## config.mk

```make
export PLATFORM = sky130hd
export DESIGN_NAME = qpwm_top
export DESIGN_NICKNAME = d
export VERILOG_FILES = /design/src/qpwm_tick.v /design/src/qpwm_top.v
export VERILOG_INCLUDE_DIRS = /design/src
export SDC_FILE = /design/constraint.sdc
export NUM_CORES = 1
export LEC_CHECK = 0
export BUFFER_PORTS_ARGS = -buffer_cell sky130_fd_sc_hd__clkbuf_2
export CAP_MARGIN = 20
export CORE_ASPECT_RATIO = 0.7
export CORE_MARGIN = 4
export CORE_UTILIZATION = 42
export DETAILED_ROUTE_END_ITERATION = 10
export GPL_TIMING_DRIVEN = 0
export PLACE_DENSITY = 0.69
export SKIP_LAST_GASP = 1
export SYNTH_ARGS = -nofsm -noshare
export SYNTH_HDL_FRONTEND = slang
export SYNTH_SLANG_ARGS = --single-unit
```

## constraint.sdc

```tcl
create_clock -name ref_clk -period 3.5 [get_ports ref_clk]
set_input_delay 0.525 -clock ref_clk [delete_from_list [all_inputs] [get_ports ref_clk]]
set_output_delay 0.525 -clock ref_clk [all_outputs]
set_load 0.02 [all_outputs]
```

## src/qpwm_map.vh

```
`ifndef QPWM_MAP_VH
`define QPWM_MAP_VH
`define QPWM_CH_STRIDE 8'h10
`define QPWM_OFS_START 8'h00
`define QPWM_OFS_THRESH 8'h04
`define QPWM_OFS_COUNT 8'h08
`define QPWM_OFS_CONFIG 8'h40
`define QPWM_OFS_ROUTE 8'h44
`define QPWM_OFS_REQ 8'h48
`define QPWM_CFG_EN 0
`define QPWM_CFG_CLK 4
`define QPWM_CFG_PHASE 8
`define QPWM_CNT_MAX 10'h3ff
`define QPWM_RESP_OKAY 2'b00
`define QPWM_RESP_SLVERR 2'b10
`define QPWM_REF_HZ 200000000
`define QPWM_LPO_HZ 128000
`define QPWM_SLOW_DIV 8'h08
`endif

```

## src/qpwm_tick.v

```verilog
`timescale 1ns/1ps
`default_nettype none
`include "qpwm_map.vh"
// Derives the 128 kHz peripheral tick and a slower tick from ref_clk.
// The oscillator divider only runs while clk_req is high, so ticks stop otherwise.
module qpwm_tick (
   input wire ref_clk,
   input wire nrst,
   input wire clk_req,
   output reg lpo_tick,
   output reg slow_tick
);
   localparam integer LPO_DIV = `QPWM_REF_HZ / `QPWM_LPO_HZ;
   localparam [10:0] LPO_LAST = LPO_DIV[10:0] - 11'h001;
   reg [10:0] div_cnt;
   reg [7:0] slow_cnt;
   always @(posedge ref_clk or negedge nrst) begin
      if (!nrst) begin
         div_cnt <= 11'h000;
         slow_cnt <= 8'h00;
         lpo_tick <= 1'b0;
         slow_tick <= 1'b0;
      end else if (!clk_req) begin
         div_cnt <= 11'h000;
         lpo_tick <= 1'b0;
         slow_tick <= 1'b0;
      end else if (div_cnt == LPO_LAST) begin
         div_cnt <= 11'h000;
         lpo_tick <= 1'b1;
         slow_tick <= (slow_cnt == `QPWM_SLOW_DIV - 8'h01);
         slow_cnt <= (slow_cnt == `QPWM_SLOW_DIV - 8'h01) ? 8'h00 : slow_cnt + 8'h01;
      end else begin
         div_cnt <= div_cnt + 11'h001;
         lpo_tick <= 1'b0;
         slow_tick <= 1'b0;
      end
   end
endmodule
`default_nettype wire

```

## src/qpwm_top.v

```verilog
// Added by the designer: the address map and the AXI4-Lite slave port.
`timescale 1ns/1ps
`default_nettype none
`include "qpwm_map.vh"
module qpwm_top (
   input wire ref_clk,
   input wire nrst,
   input wire [7:0] s_axi_awaddr,
   input wire s_axi_awvalid,
   output reg s_axi_awready,
   input wire [31:0] s_axi_wdata,
   input wire [3:0] s_axi_wstrb,
   input wire s_axi_wvalid,
   output reg s_axi_wready,
   output reg [1:0] s_axi_bresp,
   output reg s_axi_bvalid,
   input wire s_axi_bready,
   input wire [7:0] s_axi_araddr,
   input wire s_axi_arvalid,
   output reg s_axi_arready,
   output reg [31:0] s_axi_rdata,
   output reg [1:0] s_axi_rresp,
   output reg s_axi_rvalid,
   input wire s_axi_rready,
   output reg gpio_line_a,
   output reg gpio_line_b,
   output reg gpio_line_c,
   output reg gpio_line_d,
   output reg [3:0] gpio_line_oe,
   output reg pwm_clk_req
);
   reg [9:0] start_val [0:3];
   reg [9:0] thresh [0:3];
   reg [9:0] count [0:3];
   reg [3:0] wave;
   reg [11:0] chan_cfg;
   reg [3:0] route_en;
   reg [7:0] aw_addr;
   reg [31:0] w_data;
   reg [3:0] w_strb;
   wire lpo_tick;
   wire slow_tick;
   wire [3:0] enable = chan_cfg[`QPWM_CFG_EN +: 4];
   wire any_req = |enable;

   // Returns 1 when addr hits channel ch's register at ofs, otherwise 0.
   function hit_ch;
      input [7:0] addr;
      input [7:0] ofs;
      input [1:0] ch;
      begin
         hit_ch = (addr == ({6'h00, ch} << 4) + ofs);
      end
   endfunction

   // A mapped address is a channel register or one of the shared words.
   function is_mapped;
      input [7:0] addr;
      begin
         is_mapped = (addr[7:6] == 2'b00 && addr[3:0] <= 4'h8 && addr[1:0] == 2'b00 &&
            addr[3:2] != 2'b11) || addr == `QPWM_OFS_CONFIG || addr == `QPWM_OFS_ROUTE ||
            addr == `QPWM_OFS_REQ;
      end
   endfunction

   // Merges write data into an old value under the byte strobes.
   function [31:0] merge;
      input [31:0] old;
      input [31:0] data;
      input [3:0] strb;
      integer b;
      begin
         merge = old;
         for (b = 0; b < 4; b = b + 1) begin
            if (strb[b]) begin
               merge[b*8 +: 8] = data[b*8 +: 8];
            end
         end
      end
   endfunction

   qpwm_tick u_tick (
      .ref_clk(ref_clk),
      .nrst(nrst),
      .clk_req(pwm_clk_req),
      .lpo_tick(lpo_tick),
      .slow_tick(slow_tick)
   );

   // The request is registered, so the oscillator starts one cycle after an enable.
   always @(posedge ref_clk or negedge nrst) begin
      if (!nrst) begin
         pwm_clk_req <= 1'b0;
      end else begin
         pwm_clk_req <= any_req;
      end
   end

   // Write channel states, one-hot. Address and data may arrive in either order or together.
   localparam [4:0] WR_IDLE = 5'b00001;
   localparam [4:0] WR_ADDR = 5'b00010;
   localparam [4:0] WR_DATA = 5'b00100;
   localparam [4:0] WR_BOTH = 5'b01000;
   localparam [4:0] WR_RESP = 5'b10000;
   reg [4:0] wr_state;
   reg [4:0] next_wr_state;
   wire aw_take = s_axi_awvalid && s_axi_awready;
   wire w_take = s_axi_wvalid && s_axi_wready;
   wire do_write = (wr_state == WR_BOTH);

   always @* begin
      next_wr_state = wr_state;
      case (wr_state)
         WR_IDLE: begin
            if (aw_take && w_take) begin
               next_wr_state = WR_BOTH;
            end else if (aw_take) begin
               next_wr_state = WR_ADDR;
            end else if (w_take) begin
               next_wr_state = WR_DATA;
            end
         end
         WR_ADDR: begin
            if (w_take) begin
               next_wr_state = WR_BOTH;
            end
         end
         WR_DATA: begin
            if (aw_take) begin
               next_wr_state = WR_BOTH;
            end
         end
         WR_BOTH: begin
            next_wr_state = WR_RESP;
         end
         WR_RESP: begin
            if (s_axi_bready) begin
               next_wr_state = WR_IDLE;
            end
         end
         default: begin
            next_wr_state = WR_IDLE;
         end
      endcase
   end

   // Each ready drops once its half is held, so a second address or word cannot overwrite it.
   always @(posedge ref_clk or negedge nrst) begin
      if (!nrst) begin
         wr_state <= WR_IDLE;
         s_axi_awready <= 1'b1;
         s_axi_wready <= 1'b1;
         aw_addr <= 8'h00;
         w_data <= 32'h0000_0000;
         w_strb <= 4'h0;
         s_axi_bvalid <= 1'b0;
         s_axi_bresp <= `QPWM_RESP_OKAY;
      end else begin
         wr_state <= next_wr_state;
         s_axi_awready <= (next_wr_state == WR_IDLE) || (next_wr_state == WR_DATA);
         s_axi_wready <= (next_wr_state == WR_IDLE) || (next_wr_state == WR_ADDR);
         s_axi_bvalid <= (next_wr_state == WR_RESP);
         if (aw_take) begin
            aw_addr <= s_axi_awaddr;
         end
         if (w_take) begin
            w_data <= s_axi_wdata;
            w_strb <= s_axi_wstrb;
         end
         if (do_write) begin
            s_axi_bresp <= is_mapped(aw_addr) ? `QPWM_RESP_OKAY : `QPWM_RESP_SLVERR;
         end
      end
   end

   wire [31:0] cfg_m = merge({20'h00000, chan_cfg}, w_data, w_strb);
   wire [31:0] route_m = merge({28'h0000000, route_en}, w_data, w_strb);
   always @(posedge ref_clk or negedge nrst) begin
      if (!nrst) begin
         chan_cfg <= 12'h000;
         route_en <= 4'h0;
      end else if (do_write) begin
         if (aw_addr == `QPWM_OFS_CONFIG) begin
            chan_cfg <= cfg_m[11:0];
         end
         if (aw_addr == `QPWM_OFS_ROUTE) begin
            route_en <= route_m[3:0];
         end
      end
   end

   genvar g;
   generate
      for (g = 0; g < 4; g = g + 1) begin : chan
         localparam [1:0] CH = g;
         wire [31:0] sv_m = merge({22'h000000, start_val[g]}, w_data, w_strb);
         wire [31:0] th_m = merge({22'h000000, thresh[g]}, w_data, w_strb);
         wire sel_slow = chan_cfg[`QPWM_CFG_CLK + g];
         wire tick = sel_slow ? slow_tick : lpo_tick;
         wire en = enable[g];
         reg en_d;
         reg [9:0] next_count;
         reg next_wave;
         always @(posedge ref_clk or negedge nrst) begin
            if (!nrst) begin
               start_val[g] <= 10'h000;
               thresh[g] <= 10'h000;
            end else if (do_write) begin
               if (hit_ch(aw_addr, `QPWM_OFS_START, CH)) begin
                  start_val[g] <= sv_m[9:0];
               end
               if (hit_ch(aw_addr, `QPWM_OFS_THRESH, CH)) begin
                  thresh[g] <= th_m[9:0];
               end
            end
         end
         // The count register has no write path at all.
         // Loading on the enable edge makes the first period start from the start value.
         always @* begin
            next_count = count[g];
            next_wave = wave[g];
            if (!en) begin
               next_wave = 1'b0;
            end else if (!en_d) begin
               next_count = start_val[g];
               next_wave = 1'b0;
            end else if (tick) begin
               if (count[g] == `QPWM_CNT_MAX) begin
                  next_count = start_val[g];
                  next_wave = 1'b0;
               end else begin
                  next_count = count[g] + 10'h001;
                  if (next_count == thresh[g]) begin
                     next_wave = ~wave[g];
                  end
               end
            end
         end
         always @(posedge ref_clk or negedge nrst) begin
            if (!nrst) begin
               count[g] <= 10'h000;
               wave[g] <= 1'b0;
               en_d <= 1'b0;
            end else begin
               en_d <= en;
               count[g] <= next_count;
               wave[g] <= next_wave;
            end
         end
      end
   endgenerate

   // Phase inversion is applied at the pin so the idle level follows it too.
   wire [3:0] pin_val = wave ^ chan_cfg[`QPWM_CFG_PHASE +: 4];
   always @(posedge ref_clk or negedge nrst) begin
      if (!nrst) begin
         gpio_line_a <= 1'b0;
         gpio_line_b <= 1'b0;
         gpio_line_c <= 1'b0;
         gpio_line_d <= 1'b0;
         gpio_line_oe <= 4'h0;
      end else begin
         gpio_line_a <= pin_val[0];
         gpio_line_b <= pin_val[1];
         gpio_line_c <= pin_val[2];
         gpio_line_d <= pin_val[3];
         gpio_line_oe <= route_en;
      end
   end

   reg [31:0] next_rdata;
   integer i;
   always @* begin
      next_rdata = 32'h0000_0000;
      for (i = 0; i < 4; i = i + 1) begin
         if (hit_ch(s_axi_araddr, `QPWM_OFS_START, i[1:0])) begin
            next_rdata = {22'h000000, start_val[i]};
         end
         if (hit_ch(s_axi_araddr, `QPWM_OFS_THRESH, i[1:0])) begin
            next_rdata = {22'h000000, thresh[i]};
         end
         if (hit_ch(s_axi_araddr, `QPWM_OFS_COUNT, i[1:0])) begin
            next_rdata = {22'h000000, count[i]};
         end
      end
      if (s_axi_araddr == `QPWM_OFS_CONFIG) begin
         next_rdata = {20'h00000, chan_cfg};
      end
      if (s_axi_araddr == `QPWM_OFS_ROUTE) begin
         next_rdata = {28'h0000000, route_en};
      end
      if (s_axi_araddr == `QPWM_OFS_REQ) begin
         next_rdata = {31'h00000000, pwm_clk_req};
      end
   end

   // Read channel states, one-hot: the answer always stands one cycle after the address.
   localparam [1:0] RD_IDLE = 2'b01;
   localparam [1:0] RD_RESP = 2'b10;
   reg [1:0] rd_state;
   wire ar_take = s_axi_arvalid && s_axi_arready;
   always @(posedge ref_clk or negedge nrst) begin
      if (!nrst) begin
         rd_state <= RD_IDLE;
         s_axi_arready <= 1'b1;
         s_axi_rvalid <= 1'b0;
         s_axi_rdata <= 32'h0000_0000;
         s_axi_rresp <= `QPWM_RESP_OKAY;
      end else begin
         case (rd_state)
            RD_IDLE: begin
               if (ar_take) begin
                  rd_state <= RD_RESP;
                  s_axi_arready <= 1'b0;
                  s_axi_rvalid <= 1'b1;
                  s_axi_rdata <= next_rdata;
                  s_axi_rresp <= is_mapped(s_axi_araddr) ? `QPWM_RESP_OKAY : `QPWM_RESP_SLVERR;
               end
            end
            RD_RESP: begin
               if (s_axi_rready) begin
                  rd_state <= RD_IDLE;
                  s_axi_rvalid <= 1'b0;
                  s_axi_arready <= 1'b1;
               end
            end
            default: begin
               rd_state <= RD_IDLE;
               s_axi_rvalid <= 1'b0;
               s_axi_arready <= 1'b1;
            end
         endcase
      end
   end
endmodule
`default_nettype wire

```

==> results of run 1 <==
power groups by stage:
| stage | Clock [uW] | Sequential [uW] | Combinational [uW] |
|---|---|---|---|
| floorplan | 0 | 3110 | 1070 |
| global placement | 0 | 3120 | 1660 |
| detailed placement | 0 | 3130 | 1710 |
| CTS | 2740 | 3090 | 1710 |
| global route | 2850 | 3130 | 1870 |
| finish | 2680 | 3090 | 1730 |
per-layer routing:
metal	routed length, um	GRT usage [%]
met5	0	0
met4	1110	6.05
met3	4730	7.63
met2	16700	34.2
met1	19300	38.7
critical path: cells and delay by family:
family / cells / cell delay (ps)
compound gates: 3 / 700
buf+inv: 3 / 530
simple gates: 3 / 1470
final cells by class:
type	count	area (um2)	share of cell area (%)
Multi-Input combinational cell	965	6540	45.6
Buffer	100	507	3.53
Tap cell	378	473	3.29
Clock buffer	31	656	4.57
Sequential cell	220	5510	38.4
Inverter	27	101	0.706
Clock inverter	11	164	1.14
Timing Repair Buffer	68	399	2.78
timing repair:
| action | in CTS | in global routing |
|---|---|---|
| hold buffers | 1 | 0 |
| hold endpoints to repair | 14 | 0 |
| gates resized for setup | 0 | 0 |
kinds of logic (layout without fill, tap and decap cells):
group,count (synthesis),in the layout,share of synthesized area [%]
buf+inv,127,237,4.83
compound gates,299,299,14.9
simple gates,416,416,17.7
xor+xnor,78,78,5.43
other cells,1,22,0.0298
mux,143,143,12.6
fa+ha+maj,7,7,0.696
flops,220,220,43.8
synth_stat cells, types with 14 or more instances:
cell type    n
nand2_1    115
o22ai_1     25
inv_1       26
nand3_1     37
xor2_1      29
dfrtp_1    216
xnor2_1     49
buf_2       20
nand4_1     20
nor2_1      95
buf_4       24
mux2i_1     21
mux2_2     122
clkbuf_1    46
nor3_1      18
nand2b_1    21
nor4_1      14
a21oi_1     81
o21ai_0     85
sequential cells by signal, indices dropped and copies added, names as in the netlist, 4 cells and up:
name	count
wave	4
count	40
wr_state	5
chan.en_d	4
s_axi_rdata	12
route_en	4
chan_cfg	12
aw_addr	8
gpio_line_oe	4
u_tick.div_cnt	11
thresh	40
w_data	12
u_tick.slow_cnt	8
start_val	40
worst paths after layout:
kind	startpoint	slack, ps	end
worst max-delay path	s_axi_araddr[5]	650	s_axi_rdata[1]
worst min-delay path	s_axi_awaddr[0]	210	aw_addr[0]
worst max register to register	count[0]	810	count[3]
worst min register to register	route_en[0]	410	gpio_line_oe[0]
max in group asynchronous	nrst	2310	start_val[37]
min in group asynchronous	nrst	420	count[17]
per-stage QoR:
step | total power (uW) | area, um2 | utilization (%) | instances | worst slack (ps)
3_5_place_dp | 4840 | 13500 | 46.3 | 1757 | 314
5_1_grt | 7850 | 14400 | 49.1 | 1800 | 588
6_report | 7510 | 14400 | 49.1 | 1800 | 646
2_1_floorplan | 4180 | 12700 | - | 1312 | 1310
4_1_cts | 7540 | 14400 | 49.1 | 1800 | 827
3_3_place_gp | 4780 | 13400 | 46.0 | 1754 | -2530
==> summary.md, run 1 <==
| Metric | Value |
|---|---|
| Crit path DAT | `3240 ps` |
| Reg2reg path depth | `8` |
| CP Cell Sequence | `clkbuf_2, buf_2, buf_2, nor4b_2, nand2_1, nor2_1, a2111oi_0, a211oi_1, o21ai_0` |
| Die extent in y | `153 um` |
| PortBufs | `64` |
| Max FO, Critical Path | `10` |
| Num CTS Buffers | `23` |
| VDD IR max | `571 uV` |
| Most Frequent Cell on Critical Path | `buf_2` |
| Commonest non-fill, non-tap cell in the layout | `dfrtp_1` |
| Hold crit path type | `in -> reg` |
| Max Clock Skew | `21.5 ps` |
| NumNets Final | `1471` |
| Worst skew pair latency | `540 ps` |
| Syn Inst Count | `1291` |
| CP endpoint kind | `register` |
| Largest net degree at the start of global routing | `104` |
| Reg power frac | `41.2%` |
| Max stage delay cell, worst path | `nor4b_2` |
| Pint | `5050 uW` |
| Deepest clock path buffer count | `3` |
| Setup tns final | `0 ps` |
| Starting DRT DRC Count | `1215` |
| P_leak | `0.00617 uW` |
| Kind of critical path | `in -> reg` |
| Vias in the first global route | `10352` |
| Worst-Margin Slew | `1110 ps` |
| Antenna violations before repair | `1` |
| Yosys warnings | `0` |
| DR WL/cell | `23.3 um` |
| Share of the synthesized area in the top cell type | `43.0%` |
| Vias | `10859` |
| Wire length of the first global-routing pass | `64000 um` |
| # fillers | `2758` |
| WL final | `41900 um` |
| PD cells | `523 nW/um2` |
| Final antenna-violating net count | `0` |
| GRT Overall Usage | `25.1%` |
| Dpl hpwl | `31300 um` |
| Critical path launch point type | `primary input` |
| Top cells by area, synth | `dfrtp_1 (43%), mux2_2 (11%), nand2_1 (3.4%)` |
| Hold depth | `2` |
| Post-CTS setup buffer count | `0` |
| FFs w/ async S/R, synth | `100%` |
| CTS Root Buffer Type | `clkbuf_16` |
| CTS H-tree lvls | `1` |
| Clk slew on worst S/H paths | `70 ps` |
| IO Pins | `109` |
| Global placer's final weighted congestion | `0.981` |
| Width of the die | `215 um` |
| Clk sinks | `220` |
| DIE AREA | `32800 um2` |
| Share of cells above drive strength 1 | `22.1%` |
| Via density | `6.03` |
| Top FF cell, synth | `dfrtp_1` |
| Area leader, netlist | `dfrtp_1` |
| Max Freq | `350 MHz` |
| Clock group share of total power | `35.7%` |
| EDFF count, synth | `0` |
| Area grow syn2layout | `14.1%` |
| DRT Pass-1 Iters | `7` |
| Max cap viols | `0` |
| Syn_area_per_cell | `9.74 um2` |
| Psw | `2460 uW` |
| #FFs+latches synth | `220` |
| Rel. slew slack | `25.7%` |
| # DRC | `0` |
| Max-slew violation count | `0` |
| Post-synthesis sequential area ratio | `43.8%` |
| Remaining Overflow, GRT | `0` |
| Final hold vios | `0` |
| # diodes | `0` |
| Part of the cycle the worst path needs | `81.5%` |
| Area of the core | `29200 um2` |
| Sw frac | `32.8%` |
| Mapped cell area | `12600 um2` |
| Final setup violation count | `0` |
| RSZ-0062 raised after global routing | `false` |
| Outcome | `complete, no violations` |
| Gate power share | `23.1%` |
| Row count | `52` |
| Crit path time final | `2850 ps` |
| Critical Path Max Stage Delay | `870 ps` |
| Distinct cells, synth | `88` |
| Worst EP required | `3890 ps` |
| Initial core utilization | `43.1%` |
| TritonCTS clock tree | `done` |
| WHS | `213 ps` |
| Most frequent cells in the layout | `dfrtp_1 (216), mux2_2 (122), nand2_1 (115)` |
Note: power is estimated with default switching activity, not from simulation.
==> run 2: changes to the inputs <==
--- a/config.mk
+++ b/config.mk
@@ -13,7 +13,7 @@
 export CORE_UTILIZATION = 42
 export DETAILED_ROUTE_END_ITERATION = 10
 export GPL_TIMING_DRIVEN = 0
-export PLACE_DENSITY = 0.69
+export PLACE_DENSITY = 0.71
 export SKIP_LAST_GASP = 1
 export SYNTH_ARGS = -nofsm -noshare
 export SYNTH_HDL_FRONTEND = slang
==> constraint.sdc (replaced) <==
create_clock -name ref_clk -period 2.35 [get_ports ref_clk]
set_input_delay 0.3525 -clock ref_clk [delete_from_list [all_inputs] [get_ports ref_clk]]
set_output_delay 0.3525 -clock ref_clk [all_outputs]
set_load 0.02 [all_outputs]
==> summary.md, run 2 (same netlist as run 1, synthesis figures left out) <==
| Metric | Value |
|---|---|
| DIE AREA | `32800 um2` |
| Max Freq | `430 MHz` |
| NumNets Final | `1479` |
| Most frequent cells in the layout | `dfrtp_1 (212), nand2_1 (115), mux2_2 (92)` |
| Antenna violations before repair | `0` |
| Via density | `6.00` |
| R2r endpoint | `thresh[0]` |
| Area grow syn2layout | `17.7%` |
| Hold depth | `2` |
| Max-slew violation count | `0` |
| TritonCTS clock tree | `done` |
| Reg2reg path depth | `7` |
| Worst Hold Launch | `s_axi_awaddr[1]` |
| Global placer's final weighted congestion | `1.00` |
| CP endpoint kind | `register` |
| Rel. slew slack | `35.2%` |
| Starting DRT DRC Count | `1256` |
| Pre-CTS setup slack | `-715 ps` |
| Clock group share of total power | `35.3%` |
| Pint | `7490 uW` |
| Reg power frac | `41.7%` |
| Worst reg-to-reg setup slack | `30 ps` |
| Row count | `52` |
| PortBufs | `64` |
| CTS H-tree lvls | `1` |
| Wire length of the first global-routing pass | `63700 um` |
| IO Pins | `109` |
| Power Total | `11200 uW` |
| Part of the cycle the worst path needs | `98.9%` |
| Post-Route Utilization | `50.7%` |
| Dpl hpwl | `30900 um` |
| P_leak | `0.00630 uW` |
| RSZ-0062 raised after global routing | `true` |
| Hold crit path type | `in -> reg` |
| Multi-input gate area | `6880 um2` |
| Largest net degree at the start of global routing | `114` |
| Max Clock Skew | `16.4 ps` |
| Vias in the first global route | `10147` |
| Share of cells above drive strength 1 | `24.7%` |
| Gate power share | `23.0%` |
| Placed cell areas | `13500 um2` |
| Remaining Overflow, GRT | `0` |
| Final setup violation count | `0` |
| Crit path DAT | `2760 ps` |
| Worst-Margin Slew | `973 ps` |
| Critical path launch point type | `primary input` |
| PD cells | `758 nW/um2` |
| Max FO, Critical Path | `10` |
| Max cap viols | `0` |
| Top flop regs | `count (40), start_val (40), thresh (40)` |
| Vias | `10836` |
| Final hold vios | `0` |
| # diodes | `0` |
| Initial core utilization | `43.1%` |
| Hold EP | `aw_addr[1]` |
| Area of the core | `29200 um2` |
| Psw | `3730 uW` |
| Worst setup margin | `25.6 ps` |
| # DRC | `0` |
| Width of the die | `215 um` |
| WL final | `41800 um` |
| GRT Overall Usage | `24.8%` |
| Reg2reg start | `wr_state[4]` |
| Kind of critical path | `in -> reg` |
| Worst skew pair latency | `540 ps` |
| Sw frac | `33.3%` |
| Die extent in y | `153 um` |
| Worst EP required | `2780 ps` |
| CTS Root Buffer Type | `clkbuf_16` |
| FF/Latch Area | `5520 um2` |
| Final antenna-violating net count | `0` |
| Crit path time final | `2320 ps` |
| Deepest clock path buffer count | `3` |
| Num CTS Buffers | `23` |
| Setup tns final | `0 ps` |
| Clk sinks | `220` |
| # fillers | `2660` |
| DRT Pass-1 Iters | `6` |
| Commonest non-fill, non-tap cell in the layout | `dfrtp_1` |
| DR WL/cell | `23.2 um` |
| VDD IR max | `641 uV` |
| Post-route design area | `14800 um2` |
| Outcome | `complete, no violations` |
| Clk slew on worst S/H paths | `60 ps` |
-- run 2: metrics by stage --
step / hold WS (ps) / instances
after global routing: 25.3 / 1806
after floorplan: 56.9 / 1312
after global placement: 390 / 1754
after detailed placement: 387 / 1755
after CTS: 22.3 / 1800
final: 37.8 / 1806
-- run 2: how the worst max path moves through the flow --
stage                    startpoint              to  slack [ps]
global route            wr_state[4]       thresh[0]         -60
detailed placement  s_axi_araddr[5]  s_axi_rdata[1]        -720
floorplan                  count[0]        count[3]         220
CTS                     wr_state[1]       thresh[0]         -50
finish              s_axi_araddr[2]  s_axi_rdata[7]          30
global placement               nrst       count[34]       -3430
-- run 2: worst max-delay path, cell delays in order --
cell and delay (ps):
clkbuf_2 200, buf_2 260, nor2b_1 150, clkbuf_1 590
o2bb2ai_1 340, nand2_1 130, a32oi_1 320, o21ai_0 150
a221oi_1 240
-- run 2: what timing repair did --
item / CTS / global route
cloned: 0 / 0
hold buffers: 1 / 0
pin swaps: 5 / 8
hold endpoints to repair: 82 / 0
gates resized for setup: 24 / 57
setup buffers: 4 / 11
setup endpoints to repair: 72 / 117
-- run 2: power groups by stage --
| stage | Sequential (uW) | Clock [uW] | Combinational [uW] |
|---|---|---|---|
| floorplan | 4630 | 0 | 1600 |
| finish | 4680 | 3960 | 2580 |
| global placement | 4650 | 0 | 2450 |
| global route | 4740 | 4180 | 2800 |
| detailed placement | 4660 | 0 | 2520 |
| CTS | 4600 | 4020 | 2560 |
-- run 2: area by class of cell --
cell class | instances | area share [%]
inverters | 27 | 0.685
flip-flops and latches | 220 | 37.3
well taps | 378 | 3.20
plain buffers | 95 | 3.36
multi-input cells | 965 | 46.4
clock inverters | 10 | 1.11
clock buffers | 30 | 4.27
repair buffers | 81 | 3.69
-- run 2: layer usage --
metal  up-vias  wire length, um  track usage, %
li1       4900                -               -
met1      5313            19600            38.9
met2       550            16900            33.4
met3        73             4440            6.94
met4         0              933            5.80
met5         -                0               0
==> run 3: changes to the inputs <==
--- a/config.mk
+++ b/config.mk
@@ -12,7 +12,7 @@
 export CORE_MARGIN = 4
 export CORE_UTILIZATION = 42
 export DETAILED_ROUTE_END_ITERATION = 10
-export GPL_TIMING_DRIVEN = 0
+export GPL_TIMING_DRIVEN = 1
 export PLACE_DENSITY = 0.71
 export SKIP_LAST_GASP = 1
 export SYNTH_ARGS = -nofsm -noshare
==> summary.md, run 3 (same netlist as run 1, synthesis figures left out) <==
| Metric | Value |
|---|---|
| Area of the core | `29200 um2` |
| Die extent in y | `153 um` |
| CP endpoint kind | `register` |
| Critical path launch point type | `register` |
| PortBufs | `64` |
| IO Pins | `109` |
| Clk slew on worst S/H paths | `60 ps` |
| Part of the cycle the worst path needs | `94.7%` |
| Max stage delay cell, worst path | `o21a_1` |
| Via density | `6.00` |
| Final hold vios | `0` |
| Hold depth | `2` |
| Clk sinks | `220` |
| DR WL/cell | `22.1 um` |
| CP Cell Sequence | `ha_1, and4_1, nand4_1, o21a_1, nor2_1, a31oi_1, o21ai_0` |
| PD cells | `746 nW/um2` |
| Area grow syn2layout | `17.1%` |
| Largest net degree at the start of global routing | `74` |
| Rel. slew slack | `46.4%` |
| Initial core utilization | `43.1%` |
| Max-slew violation count | `0` |
| Kind of critical path | `reg -> reg` |
| Max FO, Critical Path | `20` |
| Row count | `52` |
| Vias in the first global route | `10453` |
| GRT Overall Usage | `24.0%` |
| Worst EP required | `2750 ps` |
| WL final | `39900 um` |
| Top flop regs | `count (40), start_val (40), thresh (40)` |
| DRT Pass-1 Iters | `5` |
| Max Clock Skew | `18.6 ps` |
| Worst setup path startpoint | `count[20]` |
| Crit path DAT | `2620 ps` |
| Post-Route Utilization | `50.4%` |
| Worst skew pair latency | `530 ps` |
| Hold crit path type | `in -> reg` |
| Reg2reg path depth | `7` |
| TritonCTS clock tree | `done` |
| # diodes | `0` |
| RSZ-0062 raised after global routing | `true` |
| Setup tns final | `0 ps` |
| Critical Path Max Stage Delay | `660 ps` |
| Deepest clock path buffer count | `3` |
| NumNets Final | `1481` |
| Max cap viols | `0` |
| CTS Root Buffer Type | `clkbuf_16` |
| CTS H-tree lvls | `1` |
| Wire length of the first global-routing pass | `62300 um` |
| Worst-Margin Slew | `804 ps` |
| Width of the die | `215 um` |
| # DRC | `0` |
| Worst Hold Launch | `s_axi_awaddr[3]` |
| Placed cell areas | `13900 um2` |
| Starting DRT DRC Count | `1330` |
| Commonest non-fill, non-tap cell in the layout | `dfrtp_1` |
| Final setup violation count | `0` |
| Share of cells above drive strength 1 | `26.6%` |
| WHS | `47.0 ps` |
| DIE AREA | `32800 um2` |
| Outcome | `complete, no violations` |
| Non-Filler Instances | `1809` |
| Post-route design area | `14700 um2` |
| Hold EP | `aw_addr[3]` |
| Reg2reg start | `count[20]` |
| P_leak | `0.00642 uW` |
| Num CTS Buffers | `22` |
| Crit path time final | `2230 ps` |
| Remaining Overflow, GRT | `0` |
| Global placer's final weighted congestion | `1.01` |
| Most frequent cells in the layout | `dfrtp_1 (216), mux2_2 (122), nand2_1 (115)` |
| Antenna violations before repair | `0` |
| R2r endpoint | `count[20]` |
| VDD IR max | `672 uV` |
| Final antenna-violating net count | `0` |
| Worst reg-to-reg setup slack | `120 ps` |
| Dpl cells | `1768` |
| Max Freq | `449 MHz` |
| Vias | `10852` |
| Dpl hpwl | `30200 um` |
==> run 3: changes by cell type in the layout (fill, tap and decap cells not counted), sizes merged <==
cell      previous run  this run
clkinvlp             4         3
inv                 27        26
clkinv               2         4
buf                 69       115
clkbuf             136        93
==> run 3: area by class of cell <==
cell class | count | area, um2
tap | 378 | 473
clock buffer | 30 | 611
sequential | 220 | 5510
timing repair buffer | 179 | 1280
multi-input combinational | 965 | 6580
fill | 2664 | 14500
clock inverter | 10 | 169
inverter | 27 | 101
==> run 3: metrics by stage <==
stage               setup slack (ps)  total power [uW]
floorplan                        221              6230
global placement               -48.6              7090
detailed placement             -55.9              7170
CTS                             64.8             11000
global route                   -39.1             11500
finish                           125             11000
==> run 3: how the worst max path moves through the flow <==
stage,endpoint,slack [ps],depth (start not counted)
finish,count[20],120,7
detailed placement,s_axi_rdata[1],-60,9
global placement,s_axi_rdata[1],-50,9
CTS,thresh[16],60,7
floorplan,count[3],220,8
global route,chan_cfg[2],-40,7
==> run 3: timing repair <==
| action | in CTS | in global routing |
|---|---|---|
| endpoints found under the hold margin | 66 | 0 |
| buffers inserted | 0 | 0 |
| resized for setup | 0 | 11 |
| setup endpoints to repair | 0 | 46 |
| hold buffers | 1 | 0 |
==> run 3: report_power, final <==
| part | internal [uW] | switching, uW | total, uW |
|---|---|---|---|
| Sequential | 4220 | 941 | 5160 |
| Clock | 2270 | 1550 | 3820 |
| Combinational | 910 | 1100 | 2010 |
| Total | 7400 | 3590 | 11000 |
==> run 3: metal layers <==
layer  part of all wire [%]  up-vias  track usage, %
met1                     47     5413            37.8
met4                    1.7        0            4.54
li1                       -     4883               -
met5                      0        -               0
met2                     40      502            33.0
met3                     11       54            6.16
==> run 3: worst max-delay path, delay by kind of cell, from the launching register on <==
family,cells,cell delay (ps)
simple gates,3,580
compound gates,3,910
flops,1,380
fa+ha+maj,1,220
